File: config.mk
export PLATFORM = sky130hd
export DESIGN_NAME = sdc_decoder
export DESIGN_NICKNAME = d
export VERILOG_FILES = /design/src/sdc_pkg.sv /design/src/sdc_decoder.sv /design/src/sdc_fifo.sv
export SDC_FILE = /design/constraint.sdc
export NUM_CORES = 1
export LEC_CHECK = 0
export ABC_AREA = 1
export ABC_CLOCK_PERIOD_IN_PS = 3600
export BUFFER_PORTS_ARGS = -buffer_cell sky130_fd_sc_hd__buf_2
export CORE_MARGIN = 4
export CORE_UTILIZATION = 50
export CTS_CLUSTER_SIZE = 16
export DETAILED_ROUTE_END_ITERATION = 10
export PLACE_DENSITY = 0.69
export SETUP_SLACK_MARGIN = 0.2
export SLEW_MARGIN = 40
export SYNTH_ARGS = -nofsm -noshare
export SYNTH_HDL_FRONTEND = slang
export SYNTH_SLANG_ARGS = --single-unit
File: constraint.sdc
create_clock -name clk_i -period 3.6 [get_ports clk_i]
set_clock_uncertainty 0.2 [all_clocks]
set_input_delay 0.36 -clock clk_i [delete_from_list [all_inputs] [get_ports clk_i]]
set_output_delay 0.36 -clock clk_i [all_outputs]
set_load 0.05 [all_outputs]
File: src/sdc_pkg.sv
// Package with shared constants and types of the SDRAM command decoder.
package sdc_pkg;

    // ------------------------------------------------------------------
    // Widths and counts
    // ------------------------------------------------------------------
    localparam int ADDR_W      = 13;
    localparam int COL_W       = 10;
    localparam int MODE_W      = 12;
    localparam int NUM_BANKS   = 4;
    localparam int RD_MASK_LAT = 2;
    localparam int AP_BIT      = 10;

    // ------------------------------------------------------------------
    // Mode register fields and reset value
    // ------------------------------------------------------------------
    localparam int BL_LSB   = 0;
    localparam int BL_MSB   = 2;
    localparam int BT_BIT   = 3;
    localparam logic [MODE_W-1:0] MODE_RST = 12'h000;
    localparam logic [2:0] BL_FULL_PAGE    = 3'h7;

    // ------------------------------------------------------------------
    // Types
    // ------------------------------------------------------------------
    typedef enum logic [3:0] {
        CMD_INHIBIT,
        CMD_NO_OPERATION,
        CMD_ACTIVATE,
        CMD_READ,
        CMD_WRITE,
        CMD_BURST_STOP,
        CMD_DEEP_POWER_DOWN,
        CMD_PRECHARGE,
        CMD_AUTO_REFRESH,
        CMD_SELF_REFRESH,
        CMD_MODE_REGISTER_LOAD
    } sdc_cmd_t;

    typedef enum logic [1:0] {
        BANK_IDLE,
        BANK_ACTIVE,
        BANK_READ,
        BANK_WRITE
    } sdc_bank_t;

    // Sampled command bus pins; the four command strobes are active low, clock enable and mask active high.
    typedef struct packed {
        logic              cs_n;
        logic              ras_n;
        logic              cas_n;
        logic              we_n;
        logic              cke;
        logic              dqm;
        logic              bank_select_bit1;
        logic              bank_select_bit0;
        logic [ADDR_W-1:0] addr;
    } sdc_pins_t;

    // One column access handed to the array.
    typedef struct packed {
        logic             write;
        logic             mask;
        logic [1:0]       bank;
        logic [COL_W-1:0] col;
    } sdc_access_t;

endpackage

File: src/sdc_decoder.sv
// Command decoder and bank control front end of a four-bank SDRAM.
`timescale 1ns/10ps
// Overview of operation
// - All inputs but the asynchronous reset sampled on rising clock edge.
// - Access is activate, then read or write.
// - Bursts generate column addresses internally.
// - New column address accepted every cycle.
// - Precharge one bank while another works.
// - Auto precharge closes row after burst.
// - Chip select high executes nothing.
// - No-operation leaves operations untouched.
// - Activate picks bank and row.
// - Read and write decode, bank and column.
// - A10 auto precharge per command only.
// - Burst stop or deep power-down by enable.
// - Burst stop legal with or without data.
// - Precharge one bank or all banks.
// - Auto or self refresh by clock enable.
// - Refresh row from internal counter.
// - Mode register load takes A[11:0].
// - Mask: writes immediate, reads two clocks later.
// - Burst stop truncates latest read or write.
module sdc_decoder #(
    parameter int ROW_W     = sdc_pkg::ADDR_W,
    parameter int ACC_DEPTH = 4
) (
    // Clock and reset
    input  wire logic                        clk_i,
    input  wire logic                        rst_n_i,
    // Command bus from the controller
    input  wire sdc_pkg::sdc_pins_t          pins_i,
    // Column access stream to the array
    output logic                             acc_valid_o,
    input  wire logic                        acc_ready_i,
    output sdc_pkg::sdc_access_t             acc_o,
    output logic                             acc_stall_o,
    // Read data output gating
    output logic                             rd_out_en_o,
    // Status
    output sdc_pkg::sdc_cmd_t                cmd_o,
    output logic [sdc_pkg::NUM_BANKS*2-1:0]  bank_state_o,
    output logic [ROW_W-1:0]                 refresh_row_o,
    output logic [sdc_pkg::MODE_W-1:0]       mode_o,
    output logic                             self_refresh_o,
    output logic                             deep_power_down_o,
    output logic                             illegal_cmd_o
);
    // ------------------------------------------------------------------
    // Decode
    // ------------------------------------------------------------------
    // Chip select high overrides every other pin, so a deselected device starts nothing.
    function automatic sdc_pkg::sdc_cmd_t decode(input sdc_pkg::sdc_pins_t p);
        sdc_pkg::sdc_cmd_t c;
        c = sdc_pkg::CMD_INHIBIT;
        if (!p.cs_n) begin
            case ({p.ras_n, p.cas_n, p.we_n})
                3'h7: c = sdc_pkg::CMD_NO_OPERATION;
                3'h3: c = sdc_pkg::CMD_ACTIVATE;
                3'h5: c = sdc_pkg::CMD_READ;
                3'h4: c = sdc_pkg::CMD_WRITE;
                3'h6: c = p.cke ? sdc_pkg::CMD_BURST_STOP
                                : sdc_pkg::CMD_DEEP_POWER_DOWN;
                3'h2: c = sdc_pkg::CMD_PRECHARGE;
                3'h1: c = p.cke ? sdc_pkg::CMD_AUTO_REFRESH
                                : sdc_pkg::CMD_SELF_REFRESH;
                3'h0: c = sdc_pkg::CMD_MODE_REGISTER_LOAD;
                default: c = sdc_pkg::CMD_NO_OPERATION;
            endcase
        end
        return c;
    endfunction

    // The full-page code maps to shift zero; such bursts end only on a stop, a precharge or a new read or write.
    function automatic logic [2:0] burst_len(input logic [2:0] code);
        return code == sdc_pkg::BL_FULL_PAGE ? 3'h0 : code;
    endfunction

    sdc_pkg::sdc_pins_t   pins_r;
    sdc_pkg::sdc_cmd_t    cmd;
    logic [1:0]           bank;
    logic                 ap;

    // Everything is captured on the rising edge before decoding.
    always_ff @(posedge clk_i or negedge rst_n_i) begin
        if (!rst_n_i) begin
            pins_r <= '{cs_n: 1'b1, ras_n: 1'b1, cas_n: 1'b1, we_n: 1'b1,
                        cke: 1'b1, dqm: 1'b1, default: '0};
        end else begin
            pins_r <= pins_i;
        end
    end

    assign cmd  = decode(pins_r);
    assign bank = {pins_r.bank_select_bit1, pins_r.bank_select_bit0};
    assign ap   = pins_r.addr[sdc_pkg::AP_BIT];

    // ------------------------------------------------------------------
    // Bank, burst and mode state
    // ------------------------------------------------------------------
    sdc_pkg::sdc_bank_t      bst_r [sdc_pkg::NUM_BANKS];
    sdc_pkg::sdc_bank_t      bst_nxt [sdc_pkg::NUM_BANKS];
    logic [ROW_W-1:0]        row_r [sdc_pkg::NUM_BANKS];
    logic [ROW_W-1:0]        row_nxt [sdc_pkg::NUM_BANKS];
    logic [sdc_pkg::MODE_W-1:0] mode_r, mode_nxt;
    logic [ROW_W-1:0]        rfc_r, rfc_nxt;
    logic [sdc_pkg::COL_W-1:0] col_r, col_nxt, base_r, base_nxt;
    logic [sdc_pkg::COL_W-1:0] step_r, step_nxt;
    logic [1:0]              bbank_r, bbank_nxt;
    logic                    bact_r, bact_nxt, bwr_r, bwr_nxt, bap_r, bap_nxt;
    logic                    sr_r, sr_nxt, dpd_r, dpd_nxt, ill_r, ill_nxt;
    logic [sdc_pkg::RD_MASK_LAT-1:0] dqm_pipe_r, dqm_pipe_nxt;
    logic                    issue, fifo_ready, last;
    logic [sdc_pkg::COL_W-1:0] blen, nstep;
    sdc_pkg::sdc_access_t    acc;

    // Lengths are powers of two of the mode code; reserved codes give longer bursts
    // rather than a fault, which keeps the decode small.
    assign blen  = sdc_pkg::COL_W'(1) << burst_len(mode_r[sdc_pkg::BL_MSB:sdc_pkg::BL_LSB]);
    assign nstep = step_r + 1'b1;
    assign last  = (mode_r[sdc_pkg::BL_MSB:sdc_pkg::BL_LSB] != sdc_pkg::BL_FULL_PAGE)
                   && (nstep == blen);

    always_comb begin
        for (int b = 0; b < sdc_pkg::NUM_BANKS; b++) begin
            bst_nxt[b] = bst_r[b];
            row_nxt[b] = row_r[b];
        end
        mode_nxt = mode_r;
        rfc_nxt = rfc_r;
        col_nxt = col_r;
        base_nxt = base_r;
        step_nxt = step_r;
        bbank_nxt = bbank_r;
        bact_nxt = bact_r;
        bwr_nxt = bwr_r;
        bap_nxt = bap_r;
        sr_nxt = sr_r && !pins_r.cke;
        dpd_nxt = dpd_r && !pins_r.cke;
        ill_nxt = 1'b0;
        issue = 1'b0;
        acc = '{write: bwr_r, mask: pins_r.dqm, bank: bbank_r, col: col_r};
        // Burst advance; interleaved order flips the low bits of the start.
        if (bact_r && fifo_ready) begin
            issue = 1'b1;
            step_nxt = nstep;
            col_nxt = mode_r[sdc_pkg::BT_BIT] ? (base_r ^ nstep)
                                             : (base_r + nstep);
            if (last) begin
                bact_nxt = 1'b0;
                bst_nxt[bbank_r] = bap_r ? sdc_pkg::BANK_IDLE
                                         : sdc_pkg::BANK_ACTIVE;
            end
        end
        if (!sr_r && !dpd_r) begin
            case (cmd)
                sdc_pkg::CMD_ACTIVATE: begin
                    if (bst_r[bank] == sdc_pkg::BANK_IDLE) begin
                        bst_nxt[bank] = sdc_pkg::BANK_ACTIVE;
                        row_nxt[bank] = pins_r.addr[ROW_W-1:0];
                    end else begin
                        ill_nxt = 1'b1;
                    end
                end
                sdc_pkg::CMD_READ, sdc_pkg::CMD_WRITE: begin
                    if (bst_r[bank] != sdc_pkg::BANK_IDLE) begin
                        // A new column command replaces the running burst; the old bank, if another, settles
                        // as its own auto precharge choice asks, but keeps its read or write state if its last access waits on a full FIFO.
                        if (bact_r && !last && bbank_r != bank) begin
                            bst_nxt[bbank_r] = bap_r ? sdc_pkg::BANK_IDLE
                                                     : sdc_pkg::BANK_ACTIVE;
                        end
                        bst_nxt[bank] = (cmd == sdc_pkg::CMD_WRITE)
                                        ? sdc_pkg::BANK_WRITE
                                        : sdc_pkg::BANK_READ;
                        bbank_nxt = bank;
                        base_nxt = pins_r.addr[sdc_pkg::COL_W-1:0];
                        col_nxt = pins_r.addr[sdc_pkg::COL_W-1:0];
                        step_nxt = '0;
                        bwr_nxt = (cmd == sdc_pkg::CMD_WRITE);
                        bap_nxt = ap;
                        bact_nxt = 1'b1;
                    end else begin
                        ill_nxt = 1'b1;
                    end
                end
                sdc_pkg::CMD_BURST_STOP: begin
                    if (bact_r) begin
                        bact_nxt = 1'b0;
                        bst_nxt[bbank_r] = bap_r ? sdc_pkg::BANK_IDLE
                                                 : sdc_pkg::BANK_ACTIVE;
                    end
                end
                sdc_pkg::CMD_PRECHARGE: begin
                    for (int b = 0; b < sdc_pkg::NUM_BANKS; b++) begin
                        if (ap || bank == b[1:0]) begin
                            bst_nxt[b] = sdc_pkg::BANK_IDLE;
                            // Closing the bursting bank also ends its burst.
                            if (bact_r && bbank_r == b[1:0]) begin
                                bact_nxt = 1'b0;
                            end
                        end
                    end
                end
                sdc_pkg::CMD_AUTO_REFRESH, sdc_pkg::CMD_SELF_REFRESH: begin
                    // The row counter wraps freely; it only has to visit every row.
                    rfc_nxt = rfc_r + 1'b1;
                    sr_nxt = (cmd == sdc_pkg::CMD_SELF_REFRESH);
                end
                sdc_pkg::CMD_DEEP_POWER_DOWN: begin
                    // Open banks are not checked here; keeping them idle is the controller's.
                    dpd_nxt = 1'b1;
                end
                sdc_pkg::CMD_MODE_REGISTER_LOAD: begin
                    mode_nxt = pins_r.addr[sdc_pkg::MODE_W-1:0];
                end
                default: begin
                end
            endcase
        end
        // Read mask takes effect two clocks after it was sampled.
        dqm_pipe_nxt = {dqm_pipe_r[sdc_pkg::RD_MASK_LAT-2:0], pins_r.dqm};
    end

    // ------------------------------------------------------------------
    // State registers
    // ------------------------------------------------------------------
    always_ff @(posedge clk_i or negedge rst_n_i) begin
        if (!rst_n_i) begin
            for (int b = 0; b < sdc_pkg::NUM_BANKS; b++) begin
                bst_r[b] <= sdc_pkg::BANK_IDLE;
                row_r[b] <= '0;
            end
            mode_r <= sdc_pkg::MODE_RST;
            rfc_r <= '0;
            col_r <= '0;
            base_r <= '0;
            step_r <= '0;
            bbank_r <= '0;
            bact_r <= 1'b0;
            bwr_r <= 1'b0;
            bap_r <= 1'b0;
            sr_r <= 1'b0;
            dpd_r <= 1'b0;
            ill_r <= 1'b0;
            dqm_pipe_r <= '1;
            cmd_o <= sdc_pkg::CMD_INHIBIT;
        end else begin
            bst_r <= bst_nxt;
            row_r <= row_nxt;
            mode_r <= mode_nxt;
            rfc_r <= rfc_nxt;
            col_r <= col_nxt;
            base_r <= base_nxt;
            step_r <= step_nxt;
            bbank_r <= bbank_nxt;
            bact_r <= bact_nxt;
            bwr_r <= bwr_nxt;
            bap_r <= bap_nxt;
            sr_r <= sr_nxt;
            dpd_r <= dpd_nxt;
            ill_r <= ill_nxt;
            dqm_pipe_r <= dqm_pipe_nxt;
            cmd_o <= cmd;
        end
    end

    // ------------------------------------------------------------------
    // Access path; a full FIFO holds the burst counter still.
    // ------------------------------------------------------------------
    // A shallow queue absorbs short array pauses; a longer pause stalls the burst.
    sdc_fifo #(
        .WIDTH ($bits(sdc_pkg::sdc_access_t)),
        .DEPTH (ACC_DEPTH)
    ) u_fifo (
        .clk_i       (clk_i),
        .rst_n_i     (rst_n_i),
        .in_valid_i  (issue),
        .in_ready_o  (fifo_ready),
        .in_data_i   (acc),
        .out_valid_o (acc_valid_o),
        .out_ready_i (acc_ready_i),
        .out_data_o  (acc_o)
    );

    // Two bits per bank, bank 0 in the lowest pair.
    genvar g;
    generate
        for (g = 0; g < sdc_pkg::NUM_BANKS; g++) begin : g_bst
            assign bank_state_o[2*g+1:2*g] = bst_r[g];
        end
    endgenerate

    // Stall is combinational so the controller sees back-pressure in the same cycle.
    assign acc_stall_o       = bact_r && !fifo_ready;
    assign rd_out_en_o       = !dqm_pipe_r[sdc_pkg::RD_MASK_LAT-1];
    assign refresh_row_o     = rfc_r;
    assign mode_o            = mode_r;
    assign self_refresh_o    = sr_r;
    assign deep_power_down_o = dpd_r;
    assign illegal_cmd_o     = ill_r;
endmodule

File: src/sdc_fifo.sv
// Small valid/ready FIFO used on the column access path.
`timescale 1ns/10ps
module sdc_fifo #(
    parameter int WIDTH = 16,
    parameter int DEPTH = 4
) (
    // Clock and reset
    input  wire logic             clk_i,
    input  wire logic             rst_n_i,
    // Fill side
    input  wire logic             in_valid_i,
    output logic                  in_ready_o,
    input  wire logic [WIDTH-1:0] in_data_i,
    // Drain side
    output logic                  out_valid_o,
    input  wire logic             out_ready_i,
    output logic      [WIDTH-1:0] out_data_o
);
    localparam int AW = $clog2(DEPTH);

    logic [WIDTH-1:0] mem_r [DEPTH];
    logic [AW-1:0]    wp_r, wp_nxt, rp_r, rp_nxt;
    logic [AW:0]      cnt_r, cnt_nxt;
    logic             push, pop;

    assign in_ready_o  = (cnt_r < (AW+1)'(DEPTH));
    assign out_valid_o = (cnt_r != '0);
    assign out_data_o  = mem_r[rp_r];
    assign push        = in_valid_i && in_ready_o;
    assign pop         = out_valid_o && out_ready_i;

    always_comb begin
        wp_nxt  = push ? ((wp_r == AW'(DEPTH-1)) ? '0 : wp_r + 1'b1) : wp_r;
        rp_nxt  = pop  ? ((rp_r == AW'(DEPTH-1)) ? '0 : rp_r + 1'b1) : rp_r;
        cnt_nxt = cnt_r + (AW+1)'(push) - (AW+1)'(pop);
    end

    always_ff @(posedge clk_i or negedge rst_n_i) begin
        if (!rst_n_i) begin
            wp_r  <= '0;
            rp_r  <= '0;
            cnt_r <= '0;
        end else begin
            wp_r  <= wp_nxt;
            rp_r  <= rp_nxt;
            cnt_r <= cnt_nxt;
        end
    end

    always_ff @(posedge clk_i) begin
        if (push) begin
            mem_r[wp_r] <= in_data_i;
        end
    end
endmodule

Word-level counts from Yosys, hierarchy flattened. Memories as Yosys holds them, arrays and structs flattened. Cells that the tools add are included.

Memories kept: 1. Input bits: 24. Word-level logic and storage cells: 183. Output and inout bits: 57. Register bits: 104. Memory bits (writable): 56.

Mux-type cells: 68. Reductions and logical operators: 37. Bitwise gates (word level): 6. Shift-type cells: 1. $lt $le $gt $ge: 5. Eq/ne operators: 28. Add/subtract/negate cells: 7.

Memory list: u_fifo.mem_r (words 4, width 14, read ports 1, clocked after Yosys merged registers in 0, wr ports 1, RTL line sdc_fifo.sv:21) `logic [WIDTH-1:0] mem_r [DEPTH];`.

Operators with widths (number): $mux 10 (9); $mux 8 (10); $pmux 4 s8 (1); $pmux 8 s4 (1); $mux 1 (26); $bwmux 8 (3); $mux 2 (11); $eq 4x3->1 const B (4); $logic_and 1x1->1 (16); $eq 3x3->1 const B (5); $add 13x1->13 const B (1); $eq 2x2->1 const B (6); $eq 4x4->1 const B (3); $add 10x1->10 const B (1); $add 10x10->10 (1); $eq 10x10->1 (1); $shl 1x3->10 const A (1); $xor 10x10->10 (1); $demux 2 s2 (2); $eq 4x2->1 const B (2); $eq 3x2->1 const B (2); $ge 3x3->1 const B (2); $logic_not 1->1 (6); $logic_not 2->1 (3); 25 further kinds (34).

Logic depth before layout (Yosys ltp). Gate-level depths: netlist (run 1).

Depth in word-level cells: 17. Depth in mapped cells: 18. Gate-level depth less buffers: 18.

Hierarchy. From an unflattened synthesis (run 1), not the netlist that was laid out.

Cell total of the unflattened synthesis: 895. Area total of the unflattened synthesis: 8222.9 um2.

By module, submodules not included: sdc_decoder (cells each 679, area an instance 5451.5 um2, sequential area each 2437.3 um2, times used 1); sdc_fifo (cells each 216, area an instance 2771.4 um2, sequential area each 1856.8 um2, times used 1).

Least setup slack after synthesis (run 1). No wires, ideal clock.

Path kind: flip-flop to flip-flop. Start: register bact_r. End: memory u_fifo.mem_r[0][0] (netlist bit) (enable). Stages on the path, launching flop included: 8. Data required time: 3.015 ns. Slack: 1.047 ns. Arrival: 1.969 ns. Library setup time: 0.385 ns. Clock period less this slack: 2.553 ns. Buffers on the path: 3. Path through: dfrtp_1 > buf_2 > inv_1 > nor2_1 > inv_1 > clkbuf_1 > clkbuf_1 > nor2_1.

Cells in the longest elaborated chain, start to end: 5.

RTL lines: start: declaration (RTL line sdc_decoder.sv:109) `logic bact_r, bact_nxt, bwr_r, bwr_nxt, bap_r, bap_nxt;`; start signal: assignment (RTL line sdc_decoder.sv:256) `bact_r <= bact_nxt;`; $logic_and 1x1->1 (RTL line sdc_decoder.sv:143) `if (bact_r && fifo_ready) begin`; $mux 1 (RTL line sdc_decoder.sv:143); $logic_and 1x1->1 (RTL line sdc_fifo.sv:29) `assign push = in_valid_i && in_ready_o;`; $mux 1 (RTL line sdc_fifo.sv:51) `if (push) begin`; $mux 1 (not written as such) (RTL line sdc_fifo.sv:52) `mem_r[wp_r] <= in_data_i;`; end: declaration (RTL line sdc_fifo.sv:21).

No other way between the ends.

Worst setup path after layout (run 1).
Start: register step_r[0] (netlist bit). End: register col_r[7] (netlist bit).

Cells in the longest elaborated chain, start to end: 7. Elaborated cells on any way between the ends: 8. Those cells by class: add/sub (2); mux (5); bitwise (1).

RTL lines: start: declaration (RTL line sdc_decoder.sv:107) `logic [sdc_pkg::COL_W-1:0] step_r, step_nxt;`; start signal: assignment (RTL line sdc_decoder.sv:254) `step_r <= step_nxt;`; $add 10x1->10 (*) (RTL line sdc_decoder.sv:119) `assign nstep = step_r + 1'b1;`; $add 10x10->10 or $xor 10x10->10 (tied branches) (RTL line sdc_decoder.sv:147, sdc_decoder.sv:146); $mux 10 (*) (RTL line sdc_decoder.sv:146) `col_nxt = mode_r[sdc_pkg::BT_BIT] ? (base_r ^ nstep)`; $mux 10 (*) (RTL line sdc_decoder.sv:143); $mux 10 (RTL line sdc_decoder.sv:165) `if (bst_r[bank] != sdc_pkg::BANK_IDLE) begin`; $mux 10 (RTL line sdc_decoder.sv:155) `case (cmd)`; $mux 10 (*) (RTL line sdc_decoder.sv:154) `if (!sr_r && !dpd_r) begin`; via col_nxt, one bit (RTL line sdc_decoder.sv:106) `logic [sdc_pkg::COL_W-1:0] col_r, col_nxt, base_r, base_nxt;`; end signal: assignment (RTL line sdc_decoder.sv:252) `col_r <= col_nxt;`; end: declaration (RTL line sdc_decoder.sv:106).

The timed path passes the listed nets; every way through them passes the cells marked *. A chain may end at the register's enable or synchronous reset.

==> impl_metrics.yaml, run 1 <==
grt:
  grt_remaining_overflow: 0
  use_met1_pct: 27.1
  grt_use_met2_pct: 34.8
  antenna_found_initial: 0
  grt.total_usage_pct: 21.1
  grt_pass1_vias: 6091
  grt_first_pass_wirelength_um: 29900
  use_met3_pct: 5.85
  gr-max-usage-layer: "met2"
  grt_max_degree: 62
clock_network:
  hold_buffers: 21
  cts-root-buf: "clkbuf_16"
  ctsLongestPathBuffers: 2
  clock_sinks: 160
  htreeDepth: 4
  post_cts_resized: 0
  path_clk_slew_ps: 60
  cts_setup_buffers: 0
  cts_tree: "yes"
  insertion_delay_ps: 420
  cts_buffers: 17
placement:
  io_buffer_count: 79
  gp_congestion: 0.966
  dpl.hpwl_um: 12400
setup_path:
  r2r_cells: 14
  critPathMaxFanout: 5
  r2r_start: "step_r[0]"
  worst_setup_path_start_kind: "flop"
  crit_required_ps: 3700
  cp-end-kind: "flop"
  r2r-end: "col_r[7]"
  critPathKind: "flop to flop"
  cp.arrival_ps: 2970
  r2r_slack_ps: 730
logic_synthesis:
  synth_edf_count: 56
  syn_area_per_cell_um2: 8.99
  synth_warnings: 0
  synthCells: 877
  async_reset_ff_share_pct: 65.0
  synth_cell_types: 48
  syn-num-nets: 921
  ys.flop_type: "dfrtp_1"
  ys_seq_area_share_pct: 54.5
  synth_seq_cells: 160
  syn_area_mm2: 0.00788
route:
  wl_per_cell_um: 15.1
  antenna_left: 0
  drt_first_pass_iters: 6
  routed_wl_um: 18200
  vias: 6274
  vias_per_cell: 5.20
  drt_iter0_drc: 385
  drc: 0
sta:
  finalCritPeriodShare_pct: 79.6
  finalSetupViolations: 0
  max_freq_ghz: 0.349
  rsz0062_at_grt: "no"
  slew_violations: 0
  hold_viol: 0
  tns_ps: 0
  worst_pin_slew_ps: 744
  fin_crit_ps: 2870
  slew_headroom_pct: 50.3
die:
  fp.dieArea_mm2: 0.0178
  rows: 45
  die_w_um: 134
  initial_utilization_pct: 51.5
  ioPinCount: 81
  fp.dieH_um: 134
  coreArea_mm2: 0.0153
finish:
  n_fill_cell: 1372
  area_growth_pct: 17.9
  n_antenna_cell: 0
  drive_gt1_share_pct: 17.1
  nets: 1027
hold_path:
  hold_path_end: "dqm_pipe_r[1]"
  hold_class: "flop to flop"
  min_from: "dqm_pipe_r[0]"
  hold_depth: 0
pwr:
  ir_drop_mv: 0.508
  cellLeakagePower_nw: 4.29
  p_per_area_mw_per_mm2: 885
  finalPower_mw: 8.23
job:
  cap_violations: 0
run_status:
  status: "finished, final reports clean"
## routing by layer
layer | wire length [um] | share of wire (%)
met4 | 291 | 1.6
met3 | 1060 | 5.8
met5 | 0 | 0
met2 | 8510 | 47
met1 | 8360 | 46
## synthesized netlist by cell type (13+ instances only)
master	number	area share, %
nand2_1	156	7.4
nor2_1	134	6.4
dfrtp_1	96	30
inv_1	90	4.3
o21ai_0	74	4.7
edfxtp_1	56	21
nand3_1	44	2.8
a21oi_1	42	2.7
ha_1	18	2.9
o22ai_1	15	1.2
inv_2	14	0.67
nand4_1	14	1.1
clkbuf_1	13	0.62
## kinds of logic after synthesis
family	share of synthesized area [%]
xor+xnor	1.56
fa+ha+maj	3.37
flops	54.5
compound gates	11.6
simple gates	21.4
mux	1.27
buf+inv	6.29
## power breakdown
group	total [mW]	internal (mW)	switching, mW	leakage [nW]
Sequential	2.86	2.44	0.420	1.78
Combinational	3.67	1.11	2.56	2.24
Clock	1.70	0.999	0.703	0.269
## registers in the layout (all words and copies together), names as in the netlist, 2 cells and up
name           flops
u_fifo.cnt_r       3
cmd_o              4
col_r             10
u_fifo.mem_r      56
bank               2
u_fifo.wp_r        2
dqm_pipe_r         2
bank_state_o       8
refresh_row_o     13
mode_o            12
u_fifo.rp_r        2
pins_r            16
base_r            10
step_r            10
bbank_r            2
## worst max path at each step
| stage | start | end | slack (ps) | cells after the start |
|---|---|---|---|---|
| floorplan | bact_r | u_fifo.mem_r[0][0] | 1050 | 7 |
| global placement | step_r[0] | col_r[9] | 870 | 15 |
| detailed placement | step_r[0] | col_r[7] | 780 | 14 |
| CTS | u_fifo.rp_r[0] | acc_o[1] | 720 | 5 |
| global route | step_r[0] | col_r[7] | 460 | 14 |
| finish | step_r[0] | col_r[7] | 730 | 14 |
## cell type report
class	instances	area, um^2	share of cell area, %
multi-input combinational	589	3100	33.3
sequential	160	4290	46.2
timing repair buffer	110	687	7.39
clock buffer	24	475	5.12
inverter	105	394	4.24
clock inverter	8	82.6	0.889
tap	211	264	2.84
## through the flow
step / instances / setup WS, ps / util, % / area, um^2 / hold slack, ps
2_1_floorplan: 877 / 1050 / - / 7880 / -136
3_3_place_gp: 1154 / 868 / 55.6 / 8520 / 146
3_5_place_dp: 1154 / 778 / 55.6 / 8520 / 147
4_1_cts: 1207 / 719 / 60.7 / 9290 / 156
5_1_grt: 1207 / 463 / 60.7 / 9290 / 165
6_report: 1207 / 735 / 60.7 / 9290 / 154
## cell usage in the layout (no fill, tap or decap), drive strengths merged, types with 16 or more instances in the layout
cell	synthesis	layout
clkbuf	13	24
dlygate4sd3	0	21
buf	10	89
nand3	46	46
nor2	142	142
a21oi	42	42
edfxtp	56	56
dfrtp	96	96
nand2	163	163
ha	18	18
o21ai	82	82
nand4	16	16
inv	104	106
## worst max-delay path: stages, from the launching register on
cell and delay, ps:
dfrtp_1 440, ha_1 280, nand2_1 70, nor2_1 220
nand2_1 110, nand2_1 110, ha_1 280, a21oi_1 130
o21ai_0 160, a21oi_1 230, nor2_1 60, o21ai_0 190
a21oi_1 90, o21ai_0 90, a21oi_1 90
Power figures use the tool's default switching activity.
==> run 2, diff against run 1 <==
--- a/config.mk
+++ b/config.mk
@@ -6,7 +6,7 @@
 export NUM_CORES = 1
 export LEC_CHECK = 0
 export ABC_AREA = 1
-export ABC_CLOCK_PERIOD_IN_PS = 3600
+export ABC_CLOCK_PERIOD_IN_PS = 2650
 export BUFFER_PORTS_ARGS = -buffer_cell sky130_fd_sc_hd__buf_2
 export CORE_MARGIN = 4
 export CORE_UTILIZATION = 50
==> constraint.sdc (replaced) <==
create_clock -name clk_i -period 2.65 [get_ports clk_i]
set_clock_uncertainty 0.2 [all_clocks]
set_input_delay 0.265 -clock clk_i [delete_from_list [all_inputs] [get_ports clk_i]]
set_output_delay 0.265 -clock clk_i [all_outputs]
set_load 0.05 [all_outputs]
==> run 2 against run 1 <==
Net effect: worst setup slack worse by 570 ps; cell area up 6.6%; sequential power up 37%; critical path depth down 1; global-route usage up 0.23 points; clock power up 26%; die area unchanged; wire length up 4.5%; total power up 48%; largest power group unchanged; highest routed layer unchanged.
==> impl_metrics.yaml, run 2 (same netlist as run 1, synthesis figures left out) <==
clock_network:
  insertion_delay_ps: 430
  clock_sinks: 160
  cts_tree: "yes"
  ctsLongestPathBuffers: 2
  htreeDepth: 4
  cts-root-buf: "clkbuf_16"
  cts_buffers: 17
  path_clk_slew_ps: 60
placement:
  dpl.hpwl_um: 12600
  dp_cells: 1167
  placed_cell_area_mm2: 0.00863
  io_buffer_count: 79
  gp_congestion: 0.959
finish:
  drive_gt1_share_pct: 27.0
  layout_commonest_cell: "nand2_1"
  seq_area_mm2: 0.00430
  area_growth_pct: 25.7
  n_fill_cell: 1258
  finalInstanceArea_mm2: 0.00991
  nets: 1058
  fin_cells: 1238
  n_antenna_cell: 0
  largest_register_ffs: 56
  layout_common_cells: "nand2_1, nor2_1, dfrtp_1"
  multi_input_area_mm2: 0.00350
  top_register: "u_fifo.mem_r"
route:
  drt_iter0_drc: 571
  wl_per_cell_um: 15.4
  drc: 0
  drt_first_pass_iters: 5
  antenna_left: 0
  routed_wl_um: 19000
  vias_per_cell: 5.28
  vias: 6536
hold_path:
  hold_class: "flop to flop"
setup_path:
  worst_setup_path_start_kind: "flop"
  critPathMaxFanout: 5
  cp-end-kind: "flop"
  cp.arrival_ps: 2640
  critPathKind: "flop to flop"
  crit_required_ps: 2800
sta:
  slew_violations: 0
  slew_headroom_pct: 62.8
  max_freq_ghz: 0.402
  finalSetupViolations: 0
  hold_viol: 0
  rsz0062_at_grt: "yes"
  worst_pin_slew_ps: 559
  finalCritPeriodShare_pct: 93.9
  fin_crit_ps: 2490
job:
  cap_violations: 0
grt:
  grt_first_pass_wirelength_um: 30200
  grt_max_degree: 105
  grt_remaining_overflow: 0
  antenna_found_initial: 0
  grt.total_usage_pct: 21.3
  grt_pass1_vias: 6020
die:
  initial_utilization_pct: 51.5
  fp.dieH_um: 134
  die_w_um: 134
  fp.dieArea_mm2: 0.0178
  rows: 45
  coreArea_mm2: 0.0153
  ioPinCount: 81
pwr:
  ir_drop_mv: 0.600
  cellLeakagePower_nw: 4.45
  p_per_area_mw_per_mm2: 1230
run_status:
  status: "finished, final reports clean"
==> run 2: cell count changes in the layout (fill, tap and decap cells not counted), moves of 6 or more <==
cell / change
inv_2: +6
a21oi_1: -8
buf_4: +28
nor2_1: -10
nand2_4: +6
nand3_1: -7
a21oi_2: +8
nand2_2: +18
ha_4: +9
ha_1: -9
nand2_1: -24
nor2_2: +6
inv_1: -7
==> run 2: power by group <==
group / switching (mW) / internal [mW]
clock: 0.957 / 1.19
combinational: 3.99 / 2.16
sequential: 0.595 / 3.32
total: 5.54 / 6.66
==> run 2: critical path, cell delays in order, from the launching register on <==
cell and delay (ps):
dfrtp_2 440, ha_4 220, nand3_4 110, nand2_2 100, nand2_2 90, ha_4 300
nand2_2 80, nor3_4 220, a21oi_2 90, nor2_1 100, o21ai_1 70, a21oi_1 170
o21ai_0 90, a21oi_1 120
==> run 2: area by class of cell <==
| type | count | share of cell area (%) |
|---|---|---|
| flip-flops and latches | 160 | 43.4 |
| multi-input cells | 589 | 35.3 |
| repair buffers | 141 | 9.51 |
| clock buffers | 22 | 4.48 |
| inverters | 105 | 4.00 |
| well taps | 211 | 2.66 |
| clock inverters | 10 | 0.657 |
==> run 2: repair_timing <==
item | CTS | global route
buffers inserted | 3 | 15
hold endpoints to repair | 116 | 0
hold buffers | 21 | 0
pin swaps | 15 | 42
endpoints found under the setup margin | 16 | 26
resized for setup | 34 | 75
==> run 2: per-stage QoR <==
stage | setup slack (ps) | setup TNS [ps] | power [mW] | hold slack, ps | util [%]
finish | 162 | 0 | 12.2 | 157 | 64.7
global route | -9.59 | -10.3 | 13.0 | 167 | 64.7
CTS | 183 | 0 | 11.5 | 162 | 62.1
detailed placement | -26.5 | -45.3 | 8.98 | 153 | 56.4
global placement | 13.2 | 0 | 8.88 | 146 | 56.4
floorplan | 96.5 | 0 | 7.62 | -231 | -
==> run 2: path summary, 6_finish.rpt <==
| kind | depth (start not counted) | from | slack (ps) | to |
|---|---|---|---|---|
| worst max-delay path | 13 | step_r[0] | 160 | col_r[7] |
| worst min-delay path | 0 | dqm_pipe_r[0] | 160 | dqm_pipe_r[1] |
| worst max register to register | 13 | step_r[0] | 160 | col_r[7] |
| worst min register to register | 0 | dqm_pipe_r[0] | 160 | dqm_pipe_r[1] |
| max in group asynchronous | 3 | rst_n_i | 1550 | step_r[0] |
| min in group asynchronous | 3 | rst_n_i | 230 | mode_o[11] |
==> run 2: per-layer routing <==
| layer | vias up | global-route usage [%] | part of all wire [%] | wire length (um) |
|---|---|---|---|---|
| met5 | - | 0 | 0 | 0 |
| met4 | 0 | 6.46 | 1.8 | 334 |
| met3 | 45 | 4.46 | 5.6 | 1070 |
| met2 | 212 | 35.0 | 48 | 9150 |
| met1 | 3071 | 28.7 | 45 | 8480 |
| li1 | 3208 | - | - | - |
